$ cat config.mk
export PLATFORM = sky130hd
export DESIGN_NAME = crl_line_state
export DESIGN_NICKNAME = d
export VERILOG_FILES = /design/src/crl_end_state_note_unused.sv /design/src/crl_pkg.sv /design/src/crl_end_state.sv /design/src/crl_line_state.sv
export SDC_FILE = /design/constraint.sdc
export NUM_CORES = 1
export LEC_CHECK = 0
export BUFFER_PORTS_ARGS = -buffer_cell sky130_fd_sc_hd__buf_2
export CAP_MARGIN = 20
export CORE_MARGIN = 3
export CORE_UTILIZATION = 50
export DETAILED_ROUTE_END_ITERATION = 16
export GPL_ROUTABILITY_DRIVEN = 1
export PLACE_DENSITY = 0.82
export SYNTH_ARGS = -nofsm -noshare
export SYNTH_HDL_FRONTEND = slang
export SYNTH_HIERARCHICAL = 1
export SYNTH_SLANG_ARGS = --single-unit
export TNS_END_PERCENT = 10
$ cat constraint.sdc
create_clock -name sys_clk -period 6.75 [get_ports sys_clk]
set_input_delay 0.675 -clock sys_clk [delete_from_list [all_inputs] [get_ports sys_clk]]
set_output_delay 0.675 -clock sys_clk [all_outputs]
set_load 0.01 [all_outputs]
$ cat src/crl_end_state_note_unused.sv
`timescale 1ns/1ps

$ cat src/crl_pkg.sv
package crl_pkg;

  // ****************************************************************
  // Line states and read kinds
  // ****************************************************************
  typedef enum logic [2:0] {
    invalid,
    unique_clean,
    unique_dirty,
    shared_clean,
    shared_dirty
  } crl_state_type;

  typedef enum logic [1:0] {
    rd_no_snoop,
    rd_snapshot,
    rd_clean
  } crl_read_type;

  // ****************************************************************
  // Response field layout and table size
  // ****************************************************************
  localparam int RESP_W         = 2;
  localparam int RESP_SHARED    = 1;
  localparam int RESP_PASSDIRTY = 0;
  localparam int LINES          = 4;
  localparam int IDX_W          = 2;

endpackage

$ cat src/crl_end_state.sv
`timescale 1ns/1ps
module crl_end_state (
  input  wire crl_pkg::crl_read_type  read_kind,
  input  wire crl_pkg::crl_state_type start_state,
  input  wire logic [crl_pkg::RESP_W-1:0] resp,
  input  wire logic             sf_support,
  input  wire logic             opt_no_alloc,
  input  wire logic             opt_share,
  input  wire logic             opt_drop,
  output crl_pkg::crl_state_type end_state,
  output logic                  illegal
);

  // ****************************************************************
  // Expected end state and start-state and response legality
  // ****************************************************************
  wire logic is_shared = resp[crl_pkg::RESP_SHARED];
  wire logic pass_dirty = resp[crl_pkg::RESP_PASSDIRTY];
  crl_pkg::crl_state_type expected;
  crl_pkg::crl_state_type shared_form;
  logic                   exp_bad;

  always_comb begin
    expected = crl_pkg::invalid;
    exp_bad  = 1'b0;
    // Dirty-pass never legal for these read kinds; an offending response is flagged.
    if (pass_dirty) begin
      exp_bad = 1'b1;
    end
    case (read_kind)
      crl_pkg::rd_no_snoop: begin
        if (is_shared) begin
          exp_bad = 1'b1;
        end
        case (start_state)
          crl_pkg::invalid:      expected = opt_no_alloc ? crl_pkg::invalid : crl_pkg::unique_clean;
          crl_pkg::unique_clean,
          crl_pkg::shared_clean: expected = opt_no_alloc ? crl_pkg::invalid : crl_pkg::unique_clean;
          default:               expected = crl_pkg::unique_dirty;
        endcase
      end
      crl_pkg::rd_snapshot, crl_pkg::rd_clean: begin
        case (start_state)
          crl_pkg::invalid: begin
            if (read_kind == crl_pkg::rd_snapshot) begin
              expected = crl_pkg::invalid;
            end else begin
              expected = is_shared ? crl_pkg::shared_clean : crl_pkg::unique_clean;
            end
          end
          crl_pkg::unique_clean: begin
            expected = crl_pkg::unique_clean;
            exp_bad  = exp_bad | is_shared;
          end
          crl_pkg::unique_dirty: begin
            expected = crl_pkg::unique_dirty;
            exp_bad  = exp_bad | is_shared;
          end
          crl_pkg::shared_clean: expected = is_shared ? crl_pkg::shared_clean : crl_pkg::unique_clean;
          crl_pkg::shared_dirty: expected = is_shared ? crl_pkg::shared_dirty : crl_pkg::unique_dirty;
          default:               exp_bad = 1'b1;
        endcase
      end
      default: exp_bad = 1'b1;
    endcase
  end

  // ****************************************************************
  // Permitted deviations from the expected state
  // ****************************************************************
  // A non-snooping read with a filter may not record a clean line as shared.
  wire logic share_ok = !(read_kind == crl_pkg::rd_no_snoop && sf_support);
  // A clean read answered shared may be dropped even when a filter is present.
  wire logic drop_ok = !sf_support || (read_kind == crl_pkg::rd_clean && is_shared);

  always_comb begin
    shared_form = expected;
    if (opt_share) begin
      if (expected == crl_pkg::unique_dirty) begin
        shared_form = crl_pkg::shared_dirty;
      end else if (expected == crl_pkg::unique_clean && share_ok) begin
        shared_form = crl_pkg::shared_clean;
      end
    end
  end

  wire logic clean_result = (shared_form == crl_pkg::unique_clean) || (shared_form == crl_pkg::shared_clean);
  wire logic sd_drop = read_kind == crl_pkg::rd_clean && is_shared && shared_form == crl_pkg::shared_dirty;
  wire logic do_drop = opt_drop && ((clean_result && drop_ok) || sd_drop);

  // Without an option selected the expected state is taken.
  assign end_state = do_drop ? crl_pkg::invalid : shared_form;
  assign illegal   = exp_bad;

endmodule

$ cat src/crl_line_state.sv
`timescale 1ns/1ps
module crl_line_state (
  input  wire logic                          sys_clk,
  input  wire logic                          rst,
  input  wire logic                          sf_support,
  input  wire logic                          opt_no_alloc,
  input  wire logic                          opt_share,
  input  wire logic                          opt_drop,
  input  wire logic                          req_valid,
  input  wire logic [crl_pkg::IDX_W-1:0]     req_idx,
  input  wire logic                          resp_valid,
  input  wire logic [crl_pkg::IDX_W-1:0]     resp_idx,
  input  wire crl_pkg::crl_read_type         resp_kind,
  input  wire logic [crl_pkg::RESP_W-1:0]    resp_bits,
  input  wire logic                          snoop_valid,
  input  wire logic [crl_pkg::IDX_W-1:0]     snoop_idx,
  input  wire crl_pkg::crl_state_type        snoop_state,
  input  wire logic                          cmo_valid,
  input  wire logic [crl_pkg::IDX_W-1:0]     cmo_idx,
  input  wire logic                          load_valid,
  input  wire logic [crl_pkg::IDX_W-1:0]     load_idx,
  input  wire crl_pkg::crl_state_type        load_state,
  input  wire logic [crl_pkg::IDX_W-1:0]     look_idx,
  output crl_pkg::crl_state_type             look_state,
  output logic                               done,
  output crl_pkg::crl_state_type             done_state,
  output logic                               done_illegal,
  output logic                               done_snooped,
  output logic                               cmo_done
);

  // ****************************************************************
  // Line table
  // ****************************************************************
  crl_pkg::crl_state_type line_reg [crl_pkg::LINES];
  logic [crl_pkg::LINES-1:0] pend_reg;
  logic [crl_pkg::LINES-1:0] snooped_reg;
  logic [crl_pkg::LINES-1:0] pend_next;
  logic [crl_pkg::LINES-1:0] snooped_next;

  // ****************************************************************
  // Response resolution
  // ****************************************************************
  // The start state is read at response time, with a same-cycle snoop
  // forwarded, so changes made while the read was in flight are honoured.
  wire logic snoop_hit = snoop_valid && snoop_idx == resp_idx;
  wire crl_pkg::crl_state_type start_state = snoop_hit ? snoop_state : line_reg[resp_idx];
  crl_pkg::crl_state_type resolved;
  logic                   bad;

  crl_end_state u_end (
    .read_kind    (resp_kind),
    .start_state  (start_state),
    .resp         (resp_bits),
    .sf_support   (sf_support),
    .opt_no_alloc (opt_no_alloc),
    .opt_share    (opt_share),
    .opt_drop     (opt_drop),
    .end_state    (resolved),
    .illegal      (bad)
  );

  // An illegal start or response leaves the line untouched rather than guessing.
  wire logic apply_resp = resp_valid && !bad;
  wire logic snooped_now = snooped_reg[resp_idx] || snoop_hit;

  always_comb begin
    pend_next    = pend_reg;
    snooped_next = snooped_reg;
    if (snoop_valid && pend_reg[snoop_idx]) begin
      snooped_next[snoop_idx] = 1'b1;
    end
    if (resp_valid) begin
      pend_next[resp_idx]    = 1'b0;
      snooped_next[resp_idx] = 1'b0;
    end
    // A new issue in the response cycle opens a fresh window.
    if (req_valid) begin
      pend_next[req_idx]    = 1'b1;
      snooped_next[req_idx] = 1'b0;
    end
  end

  // ****************************************************************
  // State update
  // ****************************************************************
  // Priority per line: response, then snoop, then local fill. Maintenance
  // operations write nothing.
  always_ff @(posedge sys_clk or posedge rst) begin
    if (rst) begin
      for (int i = 0; i < crl_pkg::LINES; i++) begin
        line_reg[i] <= crl_pkg::invalid;
      end
    end else begin
      for (int i = 0; i < crl_pkg::LINES; i++) begin
        if (apply_resp && resp_idx == i[crl_pkg::IDX_W-1:0]) begin
          line_reg[i] <= resolved;
        end else if (snoop_valid && snoop_idx == i[crl_pkg::IDX_W-1:0]) begin
          line_reg[i] <= snoop_state;
        end else if (load_valid && load_idx == i[crl_pkg::IDX_W-1:0]) begin
          line_reg[i] <= load_state;
        end
      end
    end
  end

  always_ff @(posedge sys_clk or posedge rst) begin
    if (rst) begin
      pend_reg    <= '0;
      snooped_reg <= '0;
    end else begin
      pend_reg    <= pend_next;
      snooped_reg <= snooped_next;
    end
  end

  always_ff @(posedge sys_clk or posedge rst) begin
    if (rst) begin
      done         <= 1'b0;
      done_state   <= crl_pkg::invalid;
      done_illegal <= 1'b0;
      done_snooped <= 1'b0;
      cmo_done     <= 1'b0;
    end else begin
      done         <= resp_valid;
      done_state   <= bad ? start_state : resolved;
      done_illegal <= resp_valid && bad;
      done_snooped <= resp_valid && snooped_now;
      cmo_done     <= cmo_valid;
    end
  end

  // cmo_idx is accepted only so the port shape matches the issue path.
  wire logic unused_cmo = |cmo_idx;

  assign look_state = line_reg[look_idx];

endmodule

==> results.txt, run 1 <==
Status: finished, final reports clean
Crit path DAT: 3.50 ns
Combinational family with the most area after synthesis: simple AND/OR/NAND/NOR gates
Worst skew pair latency: 0.27 ns
Number of maximum-capacitance constraint violations: 0
Core occupancy in the finished layout: 60.3%
Area of the core: 0.00380 mm²
Fraction of layout cells with a size suffix above 1: 23.5%
CP startpoint kind: input pin
H-tree Lvls: 1
Slew Limit Headroom: 65.9%
Count of instances resized after the clock tree is built: 0
Compound-gate portion of the synthesized area: 20.8%
Number of fill cells: 341
Switching power: 0.000172 W
Critical Path, Cell by Cell: buf_2 > mux4_2 > o31ai_1 > nand2_1 > nand2b_1 > a32oi_1 > nand4bb_1 > a31o_1 > a221oi_2 > nor2_1 > a31oi_1
Most used DFF post-synth: dfrtp_1
Lkg Pwr: 0.996 nW
Hold violation total from the final report: 0
Launching element of the worst setup path: resp_idx[0]
Global placer's final weighted congestion: 0.989
Total Routing Usage GR: 20.7%
Tcrit/Tclk final: 48.9%
Drt total wl: 4980 µm
Highest fanout seen on the critical path: 16
Number of flip-flops in the largest register: 12
Number of max-slew violations in the final report: 0
Maximum vdd drop: 0.000131 V
First DRT Iteration DRCs: 87
Post-synth EDFFs: 0
Number of buffers inserted during clock tree synthesis: 3
Maximum frequency from static timing analysis: 303 MHz
Worst path slowest cell: mux4_2
Delay of the slowest critical-path stage: 0.55 ns
Area overhead of the layout relative to synthesis: 12.0%
HP Class: in2async
Transition at the pin with the smallest max-transition slack: 0.512 ns
Setup repair after global routing missed its margin: no
Register share of total power: 43.8%
Die Outline Area: 0.00490 mm²
Hold-fix buffers, CTS: 0
Wire length per cell: 16.6 µm
Total negative slack for setup checks: 0 ns
IO Pins: 43
Number of antenna violations at the first check in global routing: 0
XOR/XNOR share of the synthesized area: 2.08%
Initial core utilization: 53.9%
Largest net degree at the start of global routing: 28
Post-layout nets: 289
Warning count from the yosys run: 6
Adder-Cell Fraction of Synth Area: 2.44%
Fraction of registers with async set/reset: 100%
Data required time of the critical path: 6.95 ns
Proportion of synthesized area in mux cells: 7.70%
Horizontal die dimension: 70.0 µm
Syn Inst Count: 218
Die extent in y: 70.0 µm
Final Skew: 0.00246 ns
Congestion Overflow GR: 0
DRC Markers: 0
TritonCTS clock tree: done
Port Buffer Count: 40
Tmin final: 3.30 ns
Vias in the first global route: 1774
Total number of vias: 1845
Switching Fraction: 35.3%
Final total power: 0.000488 W
Post-synthesis sequential element count: 27
Wire length of the first global-routing pass: 8160 µm
Share of power burned in the clock network: 19.4%
Portion of the post-synthesis area used by sequential elements: 33.0%
Nets in the synthesized netlist: 255
CP Class: in2reg
Total of endpoints with negative setup slack in the final report: 0
Clock tree sinks: 27
CTS Root Buffer Type: clkbuf_8
Post-synthesis instance area: 0.00205 mm²
Max Root-Sink Buffers: 2
Post-CTS setup-driven buffer insertion count: 0
Synthesized-area fraction occupied by and/or/nand/nor cells: 28.1%
Library cells used by synthesis: 54
Comb pwr share: 36.8%
Ant diodes: 0
Number of detailed-routing iterations run before antenna repair: 4
CTS clk-pin slew, worst paths: 0.10 ns
Per-cell via count in the routed design: 6.17
Routed Antenna Nets: 0
Worst setup EP type: register
Site row count: 22
Detailed placement HPWL: 3810 µm
Startpoint of the worst-slack reg-to-reg timing path: line_reg[9]$_DFFE_PP0P_
Mean instance size in the synthesized netlist: 9.39 µm²
Cell area power density: 213 mW/mm²
Internal power of the cells: 0.000316 W
[kinds of logic after synthesis]
kind of cell | Yosys count
AO/OA/AOI/OAI | 60
XOR/XNOR | 4
adder cells (fa/ha/maj) | 4
buffers and inverters | 22
flip-flops | 27
multiplexers | 7
AND/OR/NAND/NOR | 94
[final cells by class]
| cell class | count | area (µm²) | share of cell area, % |
|---|---|---|---|
| Multi-Input combinational cell | 169 | 1250 | 54.6 |
| Sequential cell | 27 | 676 | 29.5 |
| Timing Repair Buffer | 42 | 223 | 9.72 |
| Tap cell | 48 | 60.1 | 2.62 |
| Clock buffer | 3 | 41.3 | 1.80 |
| Inverter | 9 | 33.8 | 1.47 |
| Clock inverter | 1 | 7.51 | 0.328 |
[routing by layer]
layer	vias to the layer above	part of all wire, %	GRT usage [%]
met5	-	0	0
met4	0	1.3	8.72
met3	6	7.3	2.45
met2	76	50	35.6
met1	862	41	26.0
li1	901	-	-
[stage by stage]
step	hold WS (ns)	worst slack [ns]	instance area, µm²	instances
final	0.408	3.45	2290	299
after detailed placement	0.494	3.17	2230	294
after floorplan	0.458	3.80	2050	218
after global routing	0.437	3.21	2290	299
after CTS	0.496	3.46	2280	298
after global placement	0.490	3.21	2230	294
[worst max-delay path, delay by kind of cell]
kind | cells | cell delay (ns)
AO/OA/AOI/OAI | 5 | 1.32
AND/OR/NAND/NOR | 4 | 0.66
buffers and inverters | 1 | 0.29
multiplexers | 1 | 0.55
[power by group through the flow]
| stage | logic (W) | registers [W] | clock network, W |
|---|---|---|---|
| after floorplan | 0.000126 | 0.000213 | 0 |
| after global placement | 0.000174 | 0.000215 | 0 |
| after detailed placement | 0.000177 | 0.000216 | 0 |
| final | 0.000180 | 0.000214 | 0.0000947 |
| after CTS | 0.000178 | 0.000213 | 0.0000952 |
| after global routing | 0.000198 | 0.000218 | 0.000105 |
[synth_stat cells, drive strengths merged, types with 2 or more instances]
cell type	number	area, µm²
dfrtp	27	676
nand2	23	86.3
nor2	21	78.8
o31ai	15	113
a211oi	13	97.6
buf	11	76.3
inv	9	33.8
a21oi	8	40.0
and4b	7	70.1
mux4	7	158
nor2b	6	37.5
o21ai	6	30.0
a31oi	4	25.0
ha	4	50.1
nand3b	4	30.0
nand4	4	25.0
and3	3	18.8
and4	3	26.3
and4bb	3	37.5
nand3	3	15.0
nor3b	3	27.5
or3b	3	26.3
a221oi	2	23.8
and3b	2	17.5
clkbuf	2	10.0
nor4bb	2	20.0
o22ai	2	12.5
xnor2	2	17.5
xor2	2	25.0
[cell usage in the layout (no fill, tap or decap), drive strengths merged, types with 4 or more instances in the layout]
master	netlist	final
a211oi	13	13
ha	4	4
buf	11	42
a31oi	4	4
and4b	7	7
o21ai	6	6
nor2b	6	6
o31ai	15	15
dfrtp	27	27
nand2	23	23
nand3b	4	4
a21oi	8	8
nor2	21	21
inv	9	9
mux4	7	7
nand4	4	4
[path summary, 6_finish.rpt]
kind | end | slack, ns | cells after the start
hold / removal | cmo_done$_DFF_PP0_ | 0.41 | 2
min in group sys_clk | cmo_done$_DFF_PP0_ | 0.50 | 1
hold reg to reg | snooped_reg[2]$_DFF_PP0_ | 0.52 | 2
setup / recovery | done_state[2]$_DFF_PP0_ | 3.45 | 11
max in group asynchronous | line_reg[0]$_DFFE_PP0P_ | 5.87 | 3
setup reg to reg | done_state[2]$_DFF_PP0_ | 3.79 | 10
(Power assumes the default switching activity.)
==> inputs of run 2 (changes only) <==
==> constraint.sdc (replaced) <==
create_clock -name sys_clk -period 3.3 [get_ports sys_clk]
set_input_delay 0.33 -clock sys_clk [delete_from_list [all_inputs] [get_ports sys_clk]]
set_output_delay 0.33 -clock sys_clk [all_outputs]
set_load 0.01 [all_outputs]
==> run 2 against run 1 <==
  * Critical path depth shrank 1
  * Sequential power grew 100%
  * Power grew 110%
  * Utilization grew 0.82 points
  * Sequential cell count is the same
  * Critical path type is now reg2reg
  * Hold slack lost 0.33 ns
  * Wire length grew 3.1%
  * Combinational power grew 110%
  * Critical endpoint unchanged
  * Largest cell class unchanged
  * Clock-buffer cell count grew 1
  * Non-clock buffer count grew 3
  * Final area grew 1.4%
==> results.txt, run 2 (synthesis gave the netlist of run 1 again) <==
Post-place instance area: 0.00225 mm²
Detailed placement HPWL: 3910 µm
Most common cell after layout, fill and taps aside: buf_2
Crit path DAT: 3.03 ns
Slew Limit Headroom: 62.5%
Global placer's final weighted congestion: 0.910
Maximum frequency from static timing analysis: 354 MHz
Per-cell via count in the routed design: 6.31
Number of max-slew violations in the final report: 0
Tmin final: 2.83 ns
Number of maximum-capacitance constraint violations: 0
First DRT Iteration DRCs: 89
Critical Path, Cell by Cell: mux4_2 > o31ai_1 > nand2_1 > nand2b_1 > a32oi_1 > nand4bb_1 > a31o_1 > a221oi_2 > nor2_1 > a31oi_1
Top library cells by usage in the layout, fill and taps aside: buf_2, dfrtp_1, nand2_1
Total of endpoints with negative setup slack in the final report: 0
Highest fanout seen on the critical path: 5
Final Skew: 0.00409 ns
CP Class: reg2reg
Die extent in y: 70.0 µm
Post-CTS setup-driven buffer insertion count: 0
Total negative slack for setup checks: 0 ns
Initial core utilization: 53.9%
HP Class: in2async
CTS Root Buffer Type: clkbuf_8
Setup repair after global routing missed its margin: no
Congestion Overflow GR: 0
Area of the core: 0.00380 mm²
Worst skew pair latency: 0.28 ns
Largest net degree at the start of global routing: 28
IO Pins: 43
Clock tree sinks: 27
Final standard cell area without fillers: 0.00232 mm²
Fraction of layout cells with a size suffix above 1: 24.0%
CP startpoint kind: register
Hold violation total from the final report: 0
Vias in the first global route: 1753
Total number of vias: 1907
Lkg Pwr: 1.02 nW
Wire length of the first global-routing pass: 8310 µm
Setup slack, reg-to-reg: 0.47 ns
DRC Markers: 0
Total Routing Usage GR: 21.1%
Tcrit/Tclk final: 85.7%
Setup Slack @ Placement: 0.299 ns
Transition at the pin with the smallest max-transition slack: 0.562 ns
Final setup slack of the worst path: 0.473 ns
Number of antenna violations at the first check in global routing: 0
Worst R2R Path Depth: 10
Die Outline Area: 0.00490 mm²
Site row count: 22
Count of instances resized after the clock tree is built: 0
Number of flip-flops in the largest register: 12
Reg2reg end: done_state[2]$_DFF_PP0_
Wire length per cell: 17.0 µm
Port Buffer Count: 40
Delay of the slowest critical-path stage: 0.48 ns
Drt total wl: 5130 µm
Launching element of the worst setup path: line_reg[9]$_DFFE_PP0P_
Crit path capture: done_state[2]$_DFF_PP0_
Number of detailed-routing iterations run before antenna repair: 4
Max Root-Sink Buffers: 2
Final total power: 0.00101 W
Area overhead of the layout relative to synthesis: 13.5%
Worst path slowest cell: mux4_2
H-tree Lvls: 1
Kind of cell adding the most delay to the critical path: compound AO/OA/AOI/OAI gates
Number of buffers inserted during clock tree synthesis: 3
Cell depth of the worst setup path: 10
Status: finished, final reports clean
Maximum vdd drop: 0.000294 V
TritonCTS clock tree: done
Startpoint of the worst-slack reg-to-reg timing path: line_reg[9]$_DFFE_PP0P_
Fin Hold WS: 0.0752 ns
Post-layout nets: 292
Hold-fix buffers, CTS: 0
Cell area power density: 434 mW/mm²
Data required time of the critical path: 3.50 ns
CTS clk-pin slew, worst paths: 0.09 ns
Count of buffer and inverter cells on the critical path: 0
Routed Antenna Nets: 0
Horizontal die dimension: 70.0 µm
Worst setup EP type: register
Ant diodes: 0
==> run 2: cell types whose count changed in the layout (fill, tap and decap cells not counted), sizes merged <==
cell | previous run | this run
buf | 42 | 45
clkbuf | 3 | 4
clkinvlp | 1 | 0
==> run 2: worst min path at each step <==
stage	startpoint	to	slack, ns	depth (start not counted)
2_1_floorplan	cmo_valid	cmo_done$_DFF_PP0_	0.36	0
3_3_place_gp	cmo_valid	cmo_done$_DFF_PP0_	0.44	1
3_5_place_dp	cmo_valid	cmo_done$_DFF_PP0_	0.44	1
4_1_cts	cmo_valid	cmo_done$_DFF_PP0_	0.15	1
5_1_grt	rst	cmo_done$_DFF_PP0_	0.11	2
6_report	rst	cmo_done$_DFF_PP0_	0.08	2
==> run 2: per-layer routing <==
metal	vias up	track usage (%)	part of all wire (%)
li1	902	-	-
met1	914	26.5	41
met2	80	36.1	50
met3	11	3.60	6.8
met4	0	7.87	2.4
met5	-	0	0
==> run 2: area by class of cell <==
class	count	area [µm²]
inverters	9	33.8
flip-flops and latches	27	676
multi-input cells	169	1250
well taps	48	60.1
clock buffers	4	45.0
fillers	325	1480
repair buffers	45	258
==> run 2: where the power goes <==
part / internal (W) / switching [W] / total [W]
clock network: 0.0000868 / 0.000105 / 0.000191
registers: 0.000394 / 0.0000433 / 0.000437
logic: 0.000176 / 0.000203 / 0.000379
total: 0.000657 / 0.000351 / 0.00101
==> run 2: metrics by stage <==
step / std cells / utilization, %
floorplan: 218 / -
global placement: 297 / 59.3
detailed placement: 297 / 59.3
CTS: 301 / 60.4
global route: 302 / 61.2
finish: 302 / 61.2
==> inputs of run 3 (changes only) <==
--- a/config.mk
+++ b/config.mk
@@ -5,7 +5,7 @@
 export SDC_FILE = /design/constraint.sdc
 export NUM_CORES = 1
 export LEC_CHECK = 0
-export BUFFER_PORTS_ARGS = -buffer_cell sky130_fd_sc_hd__buf_2
+export BUFFER_PORTS_ARGS = -buffer_cell sky130_fd_sc_hd__buf_4
 export CAP_MARGIN = 20
 export CORE_MARGIN = 3
 export CORE_UTILIZATION = 50
==> run 3 against run 2 <==
  * Die area is the same
  * Register-to-register slack lost 0.20 ns
  * Non-clock buffer count shrank 2
  * Sequential share of layout area shrank 1.1 points
  * Combinational power grew 5.3%
  * Clock skew grew 0.0040 ns
  * Final area grew 4.0%
==> results.txt, run 3 (synthesis gave the netlist of run 1 again) <==
Comb pwr share: 38.5%
First DRT Iteration DRCs: 54
Switching Fraction: 34.7%
GR Layer Usage met3: 3.31%
Die Outline Area: 0.00490 mm²
Slew Limit Headroom: 65.4%
Number of buffers inserted during clock tree synthesis: 3
Internal power of the cells: 0.000676 W
Worst skew pair latency: 0.28 ns
Data required time of the critical path: 3.49 ns
Placed cell count: 294
Number of flip-flops in the largest register: 12
CTS Root Buffer Type: clkbuf_8
CTS clk-pin slew, worst paths: 0.10 ns
Wire length of the first global-routing pass: 8540 µm
Final total power: 0.00103 W
Number of max-slew violations in the final report: 0
IO Pins: 43
Kind of cell adding the most delay to the critical path: compound AO/OA/AOI/OAI gates
Vias in the first global route: 1839
Highest fanout seen on the critical path: 8
Global placer's final weighted congestion: 0.930
Register share of total power: 42.3%
Most common cell after layout, fill and taps aside: buf_4
Met2 track demand over resource in global routing: 35.9%
Count of buffer and inverter cells on the critical path: 0
Horizontal die dimension: 70.0 µm
Crit path DAT: 3.22 ns
Top library cells by usage in the layout, fill and taps aside: buf_4, dfrtp_1, nand2_1
Cell area power density: 428 mW/mm²
Total Routing Usage GR: 21.4%
Tmin final: 3.02 ns
CP Class: reg2reg
Tcrit/Tclk final: 91.7%
Detailed placement HPWL: 3870 µm
Most utilized layer in the global route result: met2
Final Skew: 0.00811 ns
Per-cell via count in the routed design: 6.26
Area of the core: 0.00380 mm²
Worst setup EP type: register
Largest net degree at the start of global routing: 28
Post-place instance area: 0.00233 mm²
Share of power burned in the clock network: 19.2%
Initial core utilization: 53.9%
Total of endpoints with negative setup slack in the final report: 0
Drt total wl: 5120 µm
Site row count: 22
H-tree Lvls: 1
Transition at the pin with the smallest max-transition slack: 0.518 ns
HP Class: in2reg
Number of maximum-capacitance constraint violations: 0
Setup repair after global routing missed its margin: no
Area overhead of the layout relative to synthesis: 18.0%
Hold violation total from the final report: 0
Critical Path, Cell by Cell: mux4_2 > o31ai_1 > nand2_1 > nand2b_1 > a32oi_1 > nand4bb_1 > a31o_1 > a221oi_2 > nor2_1 > a31oi_1
Status: finished, final reports clean
Fin cells: 300
Clock tree sinks: 27
Number of antenna violations at the first check in global routing: 0
Delay of the slowest critical-path stage: 0.47 ns
Number of detailed-routing iterations run before antenna repair: 4
Post-layout nets: 290
Count of instances resized after the clock tree is built: 0
Lkg Pwr: 1.04 nW
Routed Antenna Nets: 0
Congestion Overflow GR: 0
Switching power: 0.000359 W
Final standard cell area without fillers: 0.00242 mm²
Total negative slack for setup checks: 0 ns
Wire length per cell: 17.1 µm
TritonCTS clock tree: done
DRC Markers: 0
Max Root-Sink Buffers: 2
Maximum vdd drop: 0.000353 V
Worst path slowest cell: mux4_2
Fraction of layout cells with a size suffix above 1: 23.4%
Ant diodes: 0
Total number of vias: 1879
Maximum frequency from static timing analysis: 331 MHz
CP startpoint kind: register
Die extent in y: 70.0 µm
Port Buffer Count: 40
Met1 Track Usage GR: 27.1%
run 3: changes by cell type in the layout (fill, tap and decap cells not counted), sizes merged:
cell         delta
buf             -3
clkbuf          -1
dlygate4sd3     +1
inv             +1
run 3: metal layers:
layer	part of all wire, %	up-vias
met5	0	-
met4	2.2	0
met3	7.6	14
met2	50	79
met1	40	885
li1	-	901
run 3: timing repair:
| action | 4_1_cts | 5_1_grt |
|---|---|---|
| hold buffers | 0 | 1 |
| hold endpoints to repair | 0 | 3 |
| setup endpoints to repair | 0 | 0 |
| setup buffers | 0 | 0 |
run 3: path summary, 6_finish.rpt:
kind	end	slack, ns	start	depth (start not counted)
hold / removal	cmo_done$_DFF_PP0_	0.15	cmo_valid	1
setup reg to reg	done_state[2]$_DFF_PP0_	0.28	line_reg[9]$_DFFE_PP0P_	10
setup / recovery	done_state[2]$_DFF_PP0_	0.28	line_reg[9]$_DFFE_PP0P_	10
hold reg to reg	snooped_reg[2]$_DFF_PP0_	0.53	pend_reg[2]$_DFF_PP0_	2
min in group asynchronous	cmo_done$_DFF_PP0_	0.52	rst	3
max in group asynchronous	line_reg[4]$_DFFE_PP0P_	2.39	rst	4
run 3: power by group through the flow:
stage / Clock [W] / Sequential [W] / Combinational (W)
3_5_place_dp: 0 / 0.000440 / 0.000390
4_1_cts: 0.000204 / 0.000435 / 0.000392
2_1_floorplan: 0 / 0.000435 / 0.000258
3_3_place_gp: 0 / 0.000438 / 0.000379
6_report: 0.000199 / 0.000437 / 0.000399
5_1_grt: 0.000216 / 0.000445 / 0.000439
run 3: metrics by stage:
stage	setup WS [ns]	util, %	hold slack (ns)
floorplan	0.695	-	0.361
global placement	0.297	61.3	0.440
detailed placement	0.151	61.3	0.441
CTS	0.341	62.6	0.143
global route	0.0225	63.6	0.139
finish	0.275	63.6	0.149
run 3: area by class of cell:
type,instances,area (µm²)
inverters,9,33.8
well taps,48,60.1
flip-flops and latches,27,676
clock inverters,1,8.76
fillers,320,1380
clock buffers,3,41.3
repair buffers,43,345
multi-input cells,169,1250
run 3: worst reg2reg max path, delay by kind of cell, from the launching register on:
kind	cells	cell delay, ns
and+or+nand+nor	4	0.71
muxes	1	0.48
AOI/OAI and AO/OA	5	1.33
DFF	1	0.43
